[src/arm_defs.svh]
// Register offsets, reset values, field positions and counts of the sensor register map
`ifndef ARM_DEFS_SVH
`define ARM_DEFS_SVH

// Register offsets
`define ARM_A_DATA_STATUS        8'h00
`define ARM_A_X_HIGH             8'h01
`define ARM_A_X_LOW              8'h02
`define ARM_A_Y_HIGH             8'h03
`define ARM_A_Y_LOW              8'h04
`define ARM_A_Z_HIGH             8'h05
`define ARM_A_Z_LOW              8'h06
`define ARM_A_QUEUE_SETUP        8'h09
`define ARM_A_QUEUE_TRIGGER_MAP  8'h0A
`define ARM_A_CURRENT_MODE       8'h0B
`define ARM_A_INTERRUPT_CAUSE    8'h0C
`define ARM_A_PART_IDENTITY      8'h0D
`define ARM_A_RANGE_CONFIG       8'h0E
`define ARM_A_HIGHPASS_CUTOFF    8'h0F
`define ARM_A_ORIENT_STATE       8'h10
`define ARM_A_ORIENT_CONFIG      8'h11
`define ARM_A_ORIENT_DEBOUNCE    8'h12
`define ARM_A_ORIENT_TILT        8'h13
`define ARM_A_ORIENT_TRIP        8'h14
`define ARM_A_FALL_CONFIG        8'h15
`define ARM_A_FALL_SOURCE        8'h16
`define ARM_A_FALL_THRESHOLD     8'h17
`define ARM_A_FALL_DEBOUNCE      8'h18
`define ARM_A_JOLT_CONFIG        8'h1D
`define ARM_A_JOLT_SOURCE        8'h1E

// Reset values of the writable registers
`define ARM_R_ZERO               8'h00
`define ARM_R_ORIENT_CONFIG      8'h80
`define ARM_R_ORIENT_TILT        8'h44
`define ARM_R_ORIENT_TRIP        8'h84

// Queue mode field inside queue_setup
`define ARM_QMODE_MSB            7
`define ARM_QMODE_LSB            6

// Sample split: high byte is sample[13:6], low byte holds sample[5:0] in [7:2]
`define ARM_SMP_HI_MSB           13
`define ARM_SMP_HI_LSB           6
`define ARM_SMP_LO_MSB           5
`define ARM_SMP_LO_PAD           2'b00

// Writable bank: count and slot of each register
`define ARM_NCFG                 12
`define ARM_I_QUEUE_SETUP        0
`define ARM_I_QUEUE_TRIGGER_MAP  1
`define ARM_I_RANGE_CONFIG       2
`define ARM_I_HIGHPASS_CUTOFF    3
`define ARM_I_ORIENT_CONFIG      4
`define ARM_I_ORIENT_DEBOUNCE    5
`define ARM_I_ORIENT_TILT        6
`define ARM_I_ORIENT_TRIP        7
`define ARM_I_FALL_CONFIG        8
`define ARM_I_FALL_THRESHOLD     9
`define ARM_I_FALL_DEBOUNCE      10
`define ARM_I_JOLT_CONFIG        11

`endif

[src/arm_pkg.sv]
// Types shared by the sensor register map and its neighbours
`include "arm_defs.svh"
package arm_pkg;

	// Byte-level request from the serial front end
	typedef struct packed {
		logic       set_addr;
		logic       rd;
		logic       wr;
		logic       stop;
		logic [7:0] data;
	} arm_bus_req_t;

	// Live values from the measurement and detection engines
	typedef struct packed {
		logic [7:0]  live_status;
		logic [7:0]  queue_status;
		logic [7:0]  sys_mode;
		logic [7:0]  int_cause;
		logic [7:0]  orient_state;
		logic [7:0]  fall_source;
		logic [7:0]  jolt_source;
		logic [13:0] x;
		logic [13:0] y;
		logic [13:0] z;
		logic [13:0] qx;
		logic [13:0] qy;
		logic [13:0] qz;
	} arm_engine_t;

	// Debounce counter clears toward the detection engines
	typedef struct packed {
		logic orient_debounce;
		logic fall_threshold;
		logic fall_debounce;
	} arm_clr_t;

	// Read notice so engines can clear read-sensitive flags
	typedef struct packed {
		logic       valid;
		logic [7:0] addr;
	} arm_rd_evt_t;

	// Writable bank, one byte per slot
	typedef logic [`ARM_NCFG-1:0][7:0] arm_cfg_bank_t;

	// Position inside one queued sample set
	typedef enum logic [5:0] {
		ARM_QB_XH = 6'b00_0001,
		ARM_QB_XL = 6'b00_0010,
		ARM_QB_YH = 6'b00_0100,
		ARM_QB_YL = 6'b00_1000,
		ARM_QB_ZH = 6'b01_0000,
		ARM_QB_ZL = 6'b10_0000
	} arm_qbyte_t;

endpackage

[src/arm_cfg_reg.sv]
// One writable configuration byte with standby gating and optional debounce clear
module arm_cfg_reg #(
	parameter logic [7:0] RESET_VAL = 8'h00,
	parameter bit         ANYTIME   = 1'b0,
	parameter bit         CLEARS    = 1'b0
) (
	// Clock and reset
	input  wire logic       clk_sys,
	input  wire logic       rst_n,
	// Write side
	input  wire logic       sel,
	input  wire logic [7:0] wdata,
	input  wire logic       active,
	// Results
	output logic      [7:0] q,
	output logic            clr_q,
	output logic            refused
);

	logic accept;

	// Writes land only in standby unless the byte is free to change
	assign accept  = sel && (ANYTIME || !active);
	assign refused = sel && !accept;

	// Storage and one-cycle clear pulse
	always_ff @(posedge clk_sys) begin
		if (!rst_n) begin
			q     <= RESET_VAL;
			clr_q <= 1'b0;
		end else begin
			if (accept) begin
				q <= wdata;
			end
			clr_q <= accept && CLEARS;
		end
	end

endmodule

[src/arm_next_addr.sv]
// Next burst-read address, shaped by queue mode and fast read
`include "arm_defs.svh"
module arm_next_addr (
	// Inputs
	input  wire logic [7:0] addr,
	input  wire logic       queue_on,
	input  wire logic       fast,
	// Result
	output logic      [7:0] next
);

	logic [7:0] plain_next;

	// Plain step; 8-bit wrap is harmless since the top of the map reads zero
	assign plain_next = 8'(addr + 8'h01);

	// Sample area has its own jumps, everything else just steps
	always_comb begin
		next = plain_next;
		unique case (addr)
			`ARM_A_X_HIGH: next = queue_on ? `ARM_A_X_HIGH :
				(fast ? `ARM_A_Y_HIGH : `ARM_A_X_LOW);
			`ARM_A_X_LOW:  next = fast ? `ARM_A_DATA_STATUS : `ARM_A_Y_HIGH;
			`ARM_A_Y_HIGH: next = !fast ? `ARM_A_Y_LOW :
				(queue_on ? `ARM_A_DATA_STATUS : `ARM_A_Z_HIGH);
			`ARM_A_Y_LOW:  next = fast ? `ARM_A_DATA_STATUS : `ARM_A_Z_HIGH;
			`ARM_A_Z_HIGH: next = fast ? `ARM_A_DATA_STATUS : `ARM_A_Z_LOW;
			`ARM_A_Z_LOW:  next = `ARM_A_DATA_STATUS;
			default:       next = plain_next;
		endcase
	end

endmodule

[src/arm_register_map.sv]
// Register map of the three-axis sensor with burst-read address sequencing
`include "arm_defs.svh"
module arm_register_map
	import arm_pkg::*;
#(
	// Identity byte; value is arbitrary
	parameter logic [7:0] PART_ID = 8'h5C
) (
	// Clock and reset
	input  wire logic                 clk_sys,
	input  wire logic                 rst_n,
	// Byte requests from the serial front end
	input  wire arm_pkg::arm_bus_req_t bus_req,
	// Mode inputs from the control block
	input  wire logic                 device_active,
	input  wire logic                 fast_read,
	// Engine values
	input  wire arm_pkg::arm_engine_t engine,
	// Read answer
	output logic      [7:0]           rdata_q,
	output logic                      rvalid_q,
	// Side effects toward the engines
	output arm_pkg::arm_rd_evt_t      rd_evt_q,
	output logic                      queue_pop_q,
	output arm_pkg::arm_clr_t         debounce_clr_q,
	output logic                      write_refused_q,
	// Configuration toward the engines
	output arm_pkg::arm_cfg_bank_t    cfg_q
);
	import arm_pkg::*;

	// Placement of the writable bank
	localparam logic [7:0] CFG_ADDR [`ARM_NCFG] = '{
		`ARM_A_QUEUE_SETUP, `ARM_A_QUEUE_TRIGGER_MAP, `ARM_A_RANGE_CONFIG,
		`ARM_A_HIGHPASS_CUTOFF, `ARM_A_ORIENT_CONFIG, `ARM_A_ORIENT_DEBOUNCE,
		`ARM_A_ORIENT_TILT, `ARM_A_ORIENT_TRIP, `ARM_A_FALL_CONFIG,
		`ARM_A_FALL_THRESHOLD, `ARM_A_FALL_DEBOUNCE, `ARM_A_JOLT_CONFIG
	};
	localparam logic [7:0] CFG_RST [`ARM_NCFG] = '{
		`ARM_R_ZERO, `ARM_R_ZERO, `ARM_R_ZERO,
		`ARM_R_ZERO, `ARM_R_ORIENT_CONFIG, `ARM_R_ZERO,
		`ARM_R_ORIENT_TILT, `ARM_R_ORIENT_TRIP, `ARM_R_ZERO,
		`ARM_R_ZERO, `ARM_R_ZERO, `ARM_R_ZERO
	};
	// Registers writable in either mode
	localparam bit CFG_FREE [`ARM_NCFG] = '{
		1'b1, 1'b0, 1'b0, 1'b0, 1'b0, 1'b1,
		1'b0, 1'b0, 1'b0, 1'b1, 1'b1, 1'b0
	};
	// Registers whose write restarts a debounce counter
	localparam bit CFG_CLR [`ARM_NCFG] = '{
		1'b0, 1'b0, 1'b0, 1'b0, 1'b0, 1'b1,
		1'b0, 1'b0, 1'b0, 1'b1, 1'b1, 1'b0
	};

	// Pointer and queue walk state
	logic       [7:0] addr_q;
	logic       [7:0] addr_d;
	arm_qbyte_t       qbyte_q;
	arm_qbyte_t       qbyte_d;

	// Decode and selection wires
	logic       [7:0] next_addr;
	logic             queue_on;
	logic             at_queue_port;
	logic             queue_read;
	logic             queue_last;
	logic       [7:0] rd_mux;
	logic       [7:0] queue_byte;
	logic       [7:0] sample_hi_x;
	logic       [7:0] sample_lo_x;
	logic       [7:0] sample_hi_y;
	logic       [7:0] sample_lo_y;
	logic       [7:0] sample_hi_z;
	logic       [7:0] sample_lo_z;
	logic       [7:0] status_byte;
	logic       [7:0] cfg_read;
	logic             rd_take;
	logic             wr_take;
	logic             write_refused;
	logic [`ARM_NCFG-1:0] wr_hit;
	logic [`ARM_NCFG-1:0] clr_w;
	logic [`ARM_NCFG-1:0] refused_w;

	// Queue mode nonzero means the sample queue is on
	assign queue_on = |cfg_q[`ARM_I_QUEUE_SETUP][`ARM_QMODE_MSB:`ARM_QMODE_LSB];

	// Taken requests by port priority: pointer load, then stop, then read, then write
	assign rd_take = bus_req.rd && !bus_req.set_addr && !bus_req.stop;
	assign wr_take = bus_req.wr && !bus_req.set_addr && !bus_req.stop && !bus_req.rd;

	// Writable bank, one slot per register
	genvar gi;
	generate
		for (gi = 0; gi < `ARM_NCFG; gi++) begin : g_cfg
			assign wr_hit[gi] = wr_take && (addr_q == CFG_ADDR[gi]);
			arm_cfg_reg #(
				.RESET_VAL (CFG_RST[gi]),
				.ANYTIME   (CFG_FREE[gi]),
				.CLEARS    (CFG_CLR[gi])
			) u_cfg (
				.clk_sys (clk_sys),
				.rst_n   (rst_n),
				.sel     (wr_hit[gi]),
				.wdata   (bus_req.data),
				.active  (device_active),
				.q       (cfg_q[gi]),
				.clr_q   (clr_w[gi]),
				.refused (refused_w[gi])
			);
		end
	endgenerate

	// Debounce clears come straight from the slot flops
	assign debounce_clr_q.orient_debounce = clr_w[`ARM_I_ORIENT_DEBOUNCE];
	assign debounce_clr_q.fall_threshold  = clr_w[`ARM_I_FALL_THRESHOLD];
	assign debounce_clr_q.fall_debounce   = clr_w[`ARM_I_FALL_DEBOUNCE];
	assign write_refused = |refused_w;

	// Bank readback; at most one slot matches
	function automatic logic [7:0] bank_read(input logic [7:0] a, input arm_cfg_bank_t bank);
		logic [7:0] r;
		r = 8'h00;
		for (int i = 0; i < `ARM_NCFG; i++) begin
			if (a == CFG_ADDR[i]) begin
				r = r | bank[i];
			end
		end
		return r;
	endfunction

	assign cfg_read = bank_read(addr_q, cfg_q);

	// Sample byte split shared by live and queued data
	function automatic logic [7:0] hi_byte(input logic [13:0] s);
		return s[`ARM_SMP_HI_MSB:`ARM_SMP_HI_LSB];
	endfunction
	function automatic logic [7:0] lo_byte(input logic [13:0] s);
		return {s[`ARM_SMP_LO_MSB:0], `ARM_SMP_LO_PAD};
	endfunction

	assign sample_hi_x = hi_byte(engine.x);
	assign sample_lo_x = lo_byte(engine.x);
	assign sample_hi_y = hi_byte(engine.y);
	assign sample_lo_y = lo_byte(engine.y);
	assign sample_hi_z = hi_byte(engine.z);
	assign sample_lo_z = lo_byte(engine.z);

	// Status byte flips meaning with the queue mode
	assign status_byte = queue_on ? engine.queue_status : engine.live_status;

	// Queued byte at the current walk position
	assign queue_byte =
		(qbyte_q == ARM_QB_XH) ? hi_byte(engine.qx) :
		(qbyte_q == ARM_QB_XL) ? lo_byte(engine.qx) :
		(qbyte_q == ARM_QB_YH) ? hi_byte(engine.qy) :
		(qbyte_q == ARM_QB_YL) ? lo_byte(engine.qy) :
		(qbyte_q == ARM_QB_ZH) ? hi_byte(engine.qz) :
		lo_byte(engine.qz);

	// Read data selection; anything not named reads the writable bank, and zero outside it
	always_comb begin
		rd_mux = 8'h00;
		unique case (addr_q)
			`ARM_A_DATA_STATUS:     rd_mux = status_byte;
			`ARM_A_X_HIGH:          rd_mux = queue_on ? queue_byte : sample_hi_x;
			`ARM_A_X_LOW:           rd_mux = sample_lo_x;
			`ARM_A_Y_HIGH:          rd_mux = sample_hi_y;
			`ARM_A_Y_LOW:           rd_mux = sample_lo_y;
			`ARM_A_Z_HIGH:          rd_mux = sample_hi_z;
			`ARM_A_Z_LOW:           rd_mux = sample_lo_z;
			`ARM_A_CURRENT_MODE:    rd_mux = engine.sys_mode;
			`ARM_A_INTERRUPT_CAUSE: rd_mux = engine.int_cause;
			`ARM_A_PART_IDENTITY:   rd_mux = PART_ID;
			`ARM_A_ORIENT_STATE:    rd_mux = engine.orient_state;
			`ARM_A_FALL_SOURCE:     rd_mux = engine.fall_source;
			`ARM_A_JOLT_SOURCE:     rd_mux = engine.jolt_source;
			default:                rd_mux = cfg_read;
		endcase
	end

	// Burst sequencing for the sample area
	arm_next_addr u_next (
		.addr     (addr_q),
		.queue_on (queue_on),
		.fast     (fast_read),
		.next     (next_addr)
	);

	// Queue port reads walk the sample set instead of the map
	assign at_queue_port = queue_on && (addr_q == `ARM_A_X_HIGH);
	assign queue_read    = rd_take && at_queue_port;
	assign queue_last    = fast_read ? (qbyte_q == ARM_QB_ZH) : (qbyte_q == ARM_QB_ZL);

	// Walk order: full read takes all six bytes, fast read the high bytes only
	always_comb begin
		qbyte_d = qbyte_q;
		if (bus_req.stop || bus_req.set_addr) begin
			qbyte_d = ARM_QB_XH;
		end else if (queue_read) begin
			unique case (qbyte_q)
				ARM_QB_XH: qbyte_d = fast_read ? ARM_QB_YH : ARM_QB_XL;
				ARM_QB_XL: qbyte_d = ARM_QB_YH;
				ARM_QB_YH: qbyte_d = fast_read ? ARM_QB_ZH : ARM_QB_YL;
				ARM_QB_YL: qbyte_d = ARM_QB_ZH;
				ARM_QB_ZH: qbyte_d = fast_read ? ARM_QB_XH : ARM_QB_ZL;
				ARM_QB_ZL: qbyte_d = ARM_QB_XH;
				default:   qbyte_d = ARM_QB_XH;
			endcase
		end
	end

	// Pointer: new address wins, then stop, then read or write stepping
	always_comb begin
		addr_d = addr_q;
		if (bus_req.set_addr) begin
			addr_d = bus_req.data;
		end else if (bus_req.stop) begin
			addr_d = `ARM_A_DATA_STATUS;
		end else if (bus_req.rd) begin
			addr_d = next_addr;
		end else if (bus_req.wr) begin
			addr_d = 8'(addr_q + 8'h01);
		end
	end

	// Pointer and walk state
	always_ff @(posedge clk_sys) begin
		if (!rst_n) begin
			addr_q  <= `ARM_A_DATA_STATUS;
			qbyte_q <= ARM_QB_XH;
		end else begin
			addr_q  <= addr_d;
			qbyte_q <= qbyte_d;
		end
	end

	// Read answer and side-effect pulses, all one cycle after the request
	always_ff @(posedge clk_sys) begin
		if (!rst_n) begin
			rdata_q         <= 8'h00;
			rvalid_q        <= 1'b0;
			rd_evt_q        <= '0;
			queue_pop_q     <= 1'b0;
			write_refused_q <= 1'b0;
		end else begin
			rvalid_q        <= rd_take;
			rd_evt_q.valid  <= rd_take;
			rd_evt_q.addr   <= addr_q;
			queue_pop_q     <= queue_read && queue_last;
			write_refused_q <= write_refused;
			if (rd_take) begin
				rdata_q <= rd_mux;
			end
		end
	end

endmodule
[config.mk]
export PLATFORM = sky130hd
export DESIGN_NAME = arm_register_map
export DESIGN_NICKNAME = d
export VERILOG_FILES = /design/src/arm_pkg.sv /design/src/arm_cfg_reg.sv /design/src/arm_next_addr.sv /design/src/arm_register_map.sv
export VERILOG_INCLUDE_DIRS = /design/src
export SDC_FILE = /design/constraint.sdc
export NUM_CORES = 1
export LEC_CHECK = 0
export ABC_AREA = 0
export CELL_PAD_IN_SITES_DETAIL_PLACEMENT = 0
export CELL_PAD_IN_SITES_GLOBAL_PLACEMENT = 1
export CORE_UTILIZATION = 46
export CTS_CLUSTER_DIAMETER = 120
export DETAILED_ROUTE_END_ITERATION = 12
export DONT_BUFFER_PORTS = 1
export PLACE_DENSITY_LB_ADDON = 0.08
export RECOVER_POWER = 100
export SYNTH_ARGS = -nofsm -noshare
export SYNTH_HDL_FRONTEND = slang
export SYNTH_SLANG_ARGS = --single-unit
[constraint.sdc]
create_clock -name clk_sys -period 3.01 [get_ports clk_sys]
set_clock_uncertainty 0.1 [all_clocks]
set_input_delay 0.301 -clock clk_sys [delete_from_list [all_inputs] [get_ports clk_sys]]
set_output_delay 0.301 -clock clk_sys [all_outputs]
set_load 0.05 [all_outputs]
==> metrics.cfg, run 1 <==
[outcome]
outcome = finished, final reports clean

[global_routing]
overflow = 0
grt_pass1_vias = 7065
grtUsageTotal_pct = 36.65
grt_max_degree = 45
grt_antenna_before_repair = 1
grt_pass1_wl_um = 44950

[power]
pwr-share-clk_pct = 46.8
seqPwrFrac_pct = 41.9
switching_share_pct = 26.97
power.density_mw_per_mm2 = 519.8
comb_power_share_pct = 11.3
p_leak_nw = 2.789
switching_power_mw = 1.176
totalPowerFinal_mw = 4.363
p_int_mw = 3.186
irDropWorstVdd_v = 0.0003304

[timing]
hold_ws_ns = 0.01898
hold_viol = 0
fmax_ghz = 0.3485
slew_violations = 0
period_share_pct = 95.33
worst_pin_slew_ns = 1.001
fin_crit_ns = 2.869
slew_headroom_pct = 33.24
setup_viol = 0
setup_tns_ns = 0
rsz0062_at_grt = false

[place]
dp_cells = 1052
numPortBuffers = 0
dp_hpwl_um = 23660
place_congestion = 0.9484

[floorplanning]
num_rows = 46
die_h_um = 130.1
core_area_mm2 = 0.01594
die_area_mm2 = 0.01693
die_w_um = 130.1
num_io_pins = 275
initial_core_util_pct = 47.36

[min_path]
hp-class = primary input to flip-flop

[layout]
utilization_pct = 52.64
drive_gt1_share_pct = 10.57
nNetsFinal = 1027
fin_cells = 1097
syn_to_final_growth_pct = 11.15

[synthesis]
synthCells = 879
synth-main-ff-cell = dfxtp_1
synth_cell_types = 81
synth_top_cell_by_area = dfxtp_1
yosys_warnings = 0
postSynthAreaPerCell_um2 = 8.590
synth_top_cell_area_share_pct = 35.00
synth.most_common_cell = nor2_1
synth_nets = 1039
yosysSeqAreaShare_pct = 35.00
synth-edff-count = 0
ys_ff_latch = 132
synth_async_sr_flop_share_pct = 0
synth_area_leaders = dfxtp_1 35%, mux2i_1 15%, nor2_1 6.7%, clkbuf_1 2.4%, nand2_1 2.1%
synth_area_mm2 = 0.007551
synth_top_cells_by_count = 135 x nor2_1, 132 x dfxtp_1, 114 x mux2i_1, 49 x clkbuf_1, 42 x nand2_1

[worst_setup_path]
cp_max_fo = 8
cp-start-kind = flip-flop
end_kind = flip-flop
path_class = flip-flop to flip-flop
worst_ep_arrival_time_ns = 3.07
required_ns = 3.21

[clock_tree]
clock_latency_ns = 0.42
root_buffer = clkbuf_16
numCtsBuffers = 17
cts_setup_buffers = 0
cts_tree = built
cts_max_level = 4
clk_path_buf_depth = 2
clock-sinks = 132
clkTransAtPathRegs_ns = 0.06

[drt]
dr_wl_met2_um = 15110
drt-total-wl_um = 30950
ant_nets = 0
vias_per_cell = 6.555
wl_met1_um = 11960
vias = 7191
dr.pass1.iters = 5
routed.top_layer = met4
drc = 0
wl_met3_um = 2620
wl_per_cell_um = 28.21
drt-initial-drc-count = 722

[run]
drv_cap = 0

## per-layer routing
layer / vias to the layer above / global-route usage [%]
met2: 395 / 62.52
met3: 81 / 10.29
met1: 3493 / 42.54
li1: 3222 / -
met5: - / 0
met4: 0 / 16.76
## cells by family after synthesis
family	count (synthesis)	synth area share (%)
compound gates	180	18.18
xor+xnor	3	0.3480
fa+ha+maj	4	0.6628
buf+inv	91	5.303
flops	132	35.00
mux	122	16.30
simple gates	347	24.21
## layout by cell type (no fill, tap or decap), drive strengths merged, types with 10 or more instances in the layout
cell         netlist  layout
nor2             141     141
dfxtp            132     132
mux2i            114     114
nand2             44      44
clkbuf            49      33
nand3             29      29
buf               35      29
nor3              27      27
a21oi             26      26
o21ai             25      25
a22oi             20      20
nand4             15      15
and2              14      14
and3              13      13
nand2b            12      12
dlygate4sd3        0      12
a211oi            10      10
a32oi             10      10
## final timing paths
check / from / to / slack (ns) / depth (start not counted)
setup reg to reg: addr_q[1] / g_cfg[4].u_cfg.q[7] / 0.14 / 8
hold reg to reg: qbyte_q[2] / qbyte_q[2] / 0.49 / 2
setup / recovery: addr_q[1] / g_cfg[4].u_cfg.q[7] / 0.14 / 8
hold / removal: bus_req[4] / addr_q[4] / 0.02 / 2
## metrics by stage
stage               cell area [um2]  setup WS (ns)
finish                         8393         0.1406
detailed placement             7769         0.1631
CTS                            8467        0.08174
global route                   8393        0.05765
global placement               7769         0.2982
floorplan                      7551         0.5844
## critical path, stage by stage, from the launching register on
cell and delay, ns:
dfxtp_1 0.37, inv_1 0.13, ha_2 0.33, or3b_2 0.58
nor3_4 0.15, buf_4 0.24, mux2i_1 0.20, nand2_1 0.06
dlygate4sd3_1 0.59
## registers in the layout, indices dropped and copies added (netlist names)
register / count
g_cfg.u_cfg.q: 96
rd_evt_q: 9
addr_q: 8
rdata_q: 8
qbyte_q: 6
g_cfg.u_cfg.clr_q: 3
queue_pop_q: 1
write_refused_q: 1
## cell type report
class | instances | area (um2)
Timing Repair Buffer | 53 | 401.6
Tap cell | 216 | 270.3
Fill cell | 1544 | 7550
Antenna cell | 1 | 2.502
Clock inverter | 11 | 127.6
Multi-Input combinational cell | 656 | 4471
Sequential cell | 132 | 2644
Clock buffer | 21 | 450.4
Inverter | 7 | 26.28
## power groups by stage
stage          Combinational (mW)  Clock (mW)  Sequential, mW
2_1_floorplan               0.341           0            1.84
6_report                    0.491        2.04            1.83
4_1_cts                     0.486        2.06            1.83
5_1_grt                     0.521        2.14            1.83
3_3_place_gp                0.433           0            1.86
3_5_place_dp                0.438           0            1.87
## what timing repair did
item                       4_1_cts  5_1_grt
setup endpoints to repair        0        3
hold buffers                    12        0
gates resized for setup          0        4
hold endpoints to repair       113        0
Power figures use the tool's default switching activity.
==> inputs of run 2 (changes only) <==
--- a/config.mk
+++ b/config.mk
@@ -9,7 +9,8 @@
 export ABC_AREA = 0
 export CELL_PAD_IN_SITES_DETAIL_PLACEMENT = 0
 export CELL_PAD_IN_SITES_GLOBAL_PLACEMENT = 1
-export CORE_UTILIZATION = 46
+export CORE_ASPECT_RATIO = 0.5
+export CORE_UTILIZATION = 30
 export CTS_CLUSTER_DIAMETER = 120
 export DETAILED_ROUTE_END_ITERATION = 12
 export DONT_BUFFER_PORTS = 1
==> run 2 against run 1 <==
Power rose by 4.9%. Critical path depth up 2. Largest power group unchanged. Critical endpoint is now rdata_q[4]. Largest cell class unchanged. First-iteration DRC count down 11%. Sequential power hardly changed.
==> metrics.cfg, run 2 (synthesis gave the netlist of run 1 again) <==
[layout]
design_area_mm2 = 0.008737
nNetsFinal = 1052
reg_top3 = g_cfg.u_cfg.q x96, rd_evt_q x9
top_register = g_cfg.u_cfg.q
fin_cells = 1243
largest_reg_flops = 96
most-common-layout-cells = 136 x nor2_1, 131 x dfxtp_1, 114 x mux2i_1
layout_commonest_cell = nor2_1
syn_to_final_growth_pct = 15.71
drive_gt1_share_pct = 12.71

[drt]
drc = 0
vias = 7160
dr.pass1.iters = 7
drt-total-wl_um = 37130
ant_nets = 0
vias_per_cell = 5.760
wl_per_cell_um = 29.87
drt-initial-drc-count = 640

[outcome]
outcome = finished, final reports clean

[place]
dp_hpwl_um = 28450
dpl_cell_area_mm2 = 0.008099
place_congestion = 0.9291
dp_cells = 1196
numPortBuffers = 0
dpl_worst_slack_ns = -0.1958

[timing]
slew_violations = 0
slew_headroom_pct = 18.46
worst_pin_slew_ns = 1.222
hold_viol = 0
timing.final.ws_setup_ns = 0.09789
hold_ws_ns = 0.02066
period_share_pct = 96.75
setup_viol = 0
fin_crit_ns = 2.912
fmax_ghz = 0.3434
rsz0062_at_grt = false

[clock_tree]
root_buffer = clkbuf_16
cts_max_level = 4
clock_latency_ns = 0.44
clkTransAtPathRegs_ns = 0.06
numCtsBuffers = 17
clk_path_buf_depth = 2
cts_tree = built
clock-sinks = 132

[worst_setup_path]
path_class = flip-flop to flip-flop
required_ns = 3.22
end_kind = flip-flop
worst_ep_arrival_time_ns = 3.12
cp_max_fo = 9
regToRegSetupSlack_ns = 0.1
r2r_cells = 10
cp-start-kind = flip-flop

[floorplanning]
initial_core_util_pct = 31.04
num_io_pins = 275
die_w_um = 226.4
die_area_mm2 = 0.02585
num_rows = 40
die_h_um = 114.2
core_area_mm2 = 0.02432

[global_routing]
grt_max_degree = 61
overflow = 0
grtUsageMet1_pct = 41.08
grtUsageTotal_pct = 28.69
grt_pass1_wl_um = 51800
grt_util_met2_pct = 40.33
grt_pass1_vias = 6738
grt_busiest_layer = met1
use_met3_pct = 9.879
grt_antenna_before_repair = 1

[min_path]
worstHoldPathCells = 3
hp-class = primary input to flip-flop

[power]
totalPowerFinal_mw = 4.576
power.density_mw_per_mm2 = 523.7
p_leak_nw = 2.917
irDropWorstVdd_v = 0.0002990

[run]
drv_cap = 0

## run 2: where the power goes
part / total, mW / switching, mW / internal [mW]
sequential: 1.83 / 0.0621 / 1.76
combinational: 0.546 / 0.349 / 0.197
clock: 2.20 / 0.872 / 1.33
## run 2: path summary, 6_finish.rpt
path,end,start
worst max-delay path,rdata_q[4],addr_q[1]
worst min-delay path,rdata_q[0],engine[108]
worst max register to register,rdata_q[4],addr_q[1]
worst min register to register,rd_evt_q[1],addr_q[1]
## run 2: area by class of cell
type                       count  area [um2]
multi-input combinational    656        4472
inverter                       7       26.28
antenna                        2       5.005
clock buffer                  22       494.2
clock inverter                10       118.9
fill                        2602       15590
sequential                   132        2644
timing repair buffer          78       556.8
tap                          336       420.4
## run 2: timing repair
action / in CTS / in global routing
setup endpoints to repair: 1 / 4
endpoints found under the hold margin: 120 / 0
resized for setup: 1 / 2
buffers inserted: 0 / 1
hold buffers: 12 / 0
pin swaps: 0 / 1
## run 2: routing by layer
layer | up-vias | wire length [um]
li1 | 3276 | -
met1 | 3581 | 17760
met2 | 270 | 15300
met3 | 33 | 3476
met4 | 0 | 594
met5 | - | 0
## run 2: worst max-delay path, cell delays in order (launching register included)
cell,delay [ns]
dfxtp_1,0.32
inv_1,0.07
ha_1,0.28
buf_4,0.21
or3b_2,0.35
nor2_1,0.07
buf_4,0.18
a22oi_1,0.46
nand3_1,0.14
nor3_1,0.47
o31ai_1,0.11
## run 2: through the flow
| stage | utilization (%) | setup TNS (ns) |
|---|---|---|
| final | 35.92 | 0 |
| after global routing | 35.90 | 0 |
| after CTS | 36.32 | 0 |
| after detailed placement | 33.30 | -0.1958 |
| after global placement | 33.30 | -0.2035 |
| after floorplan | - | 0 |
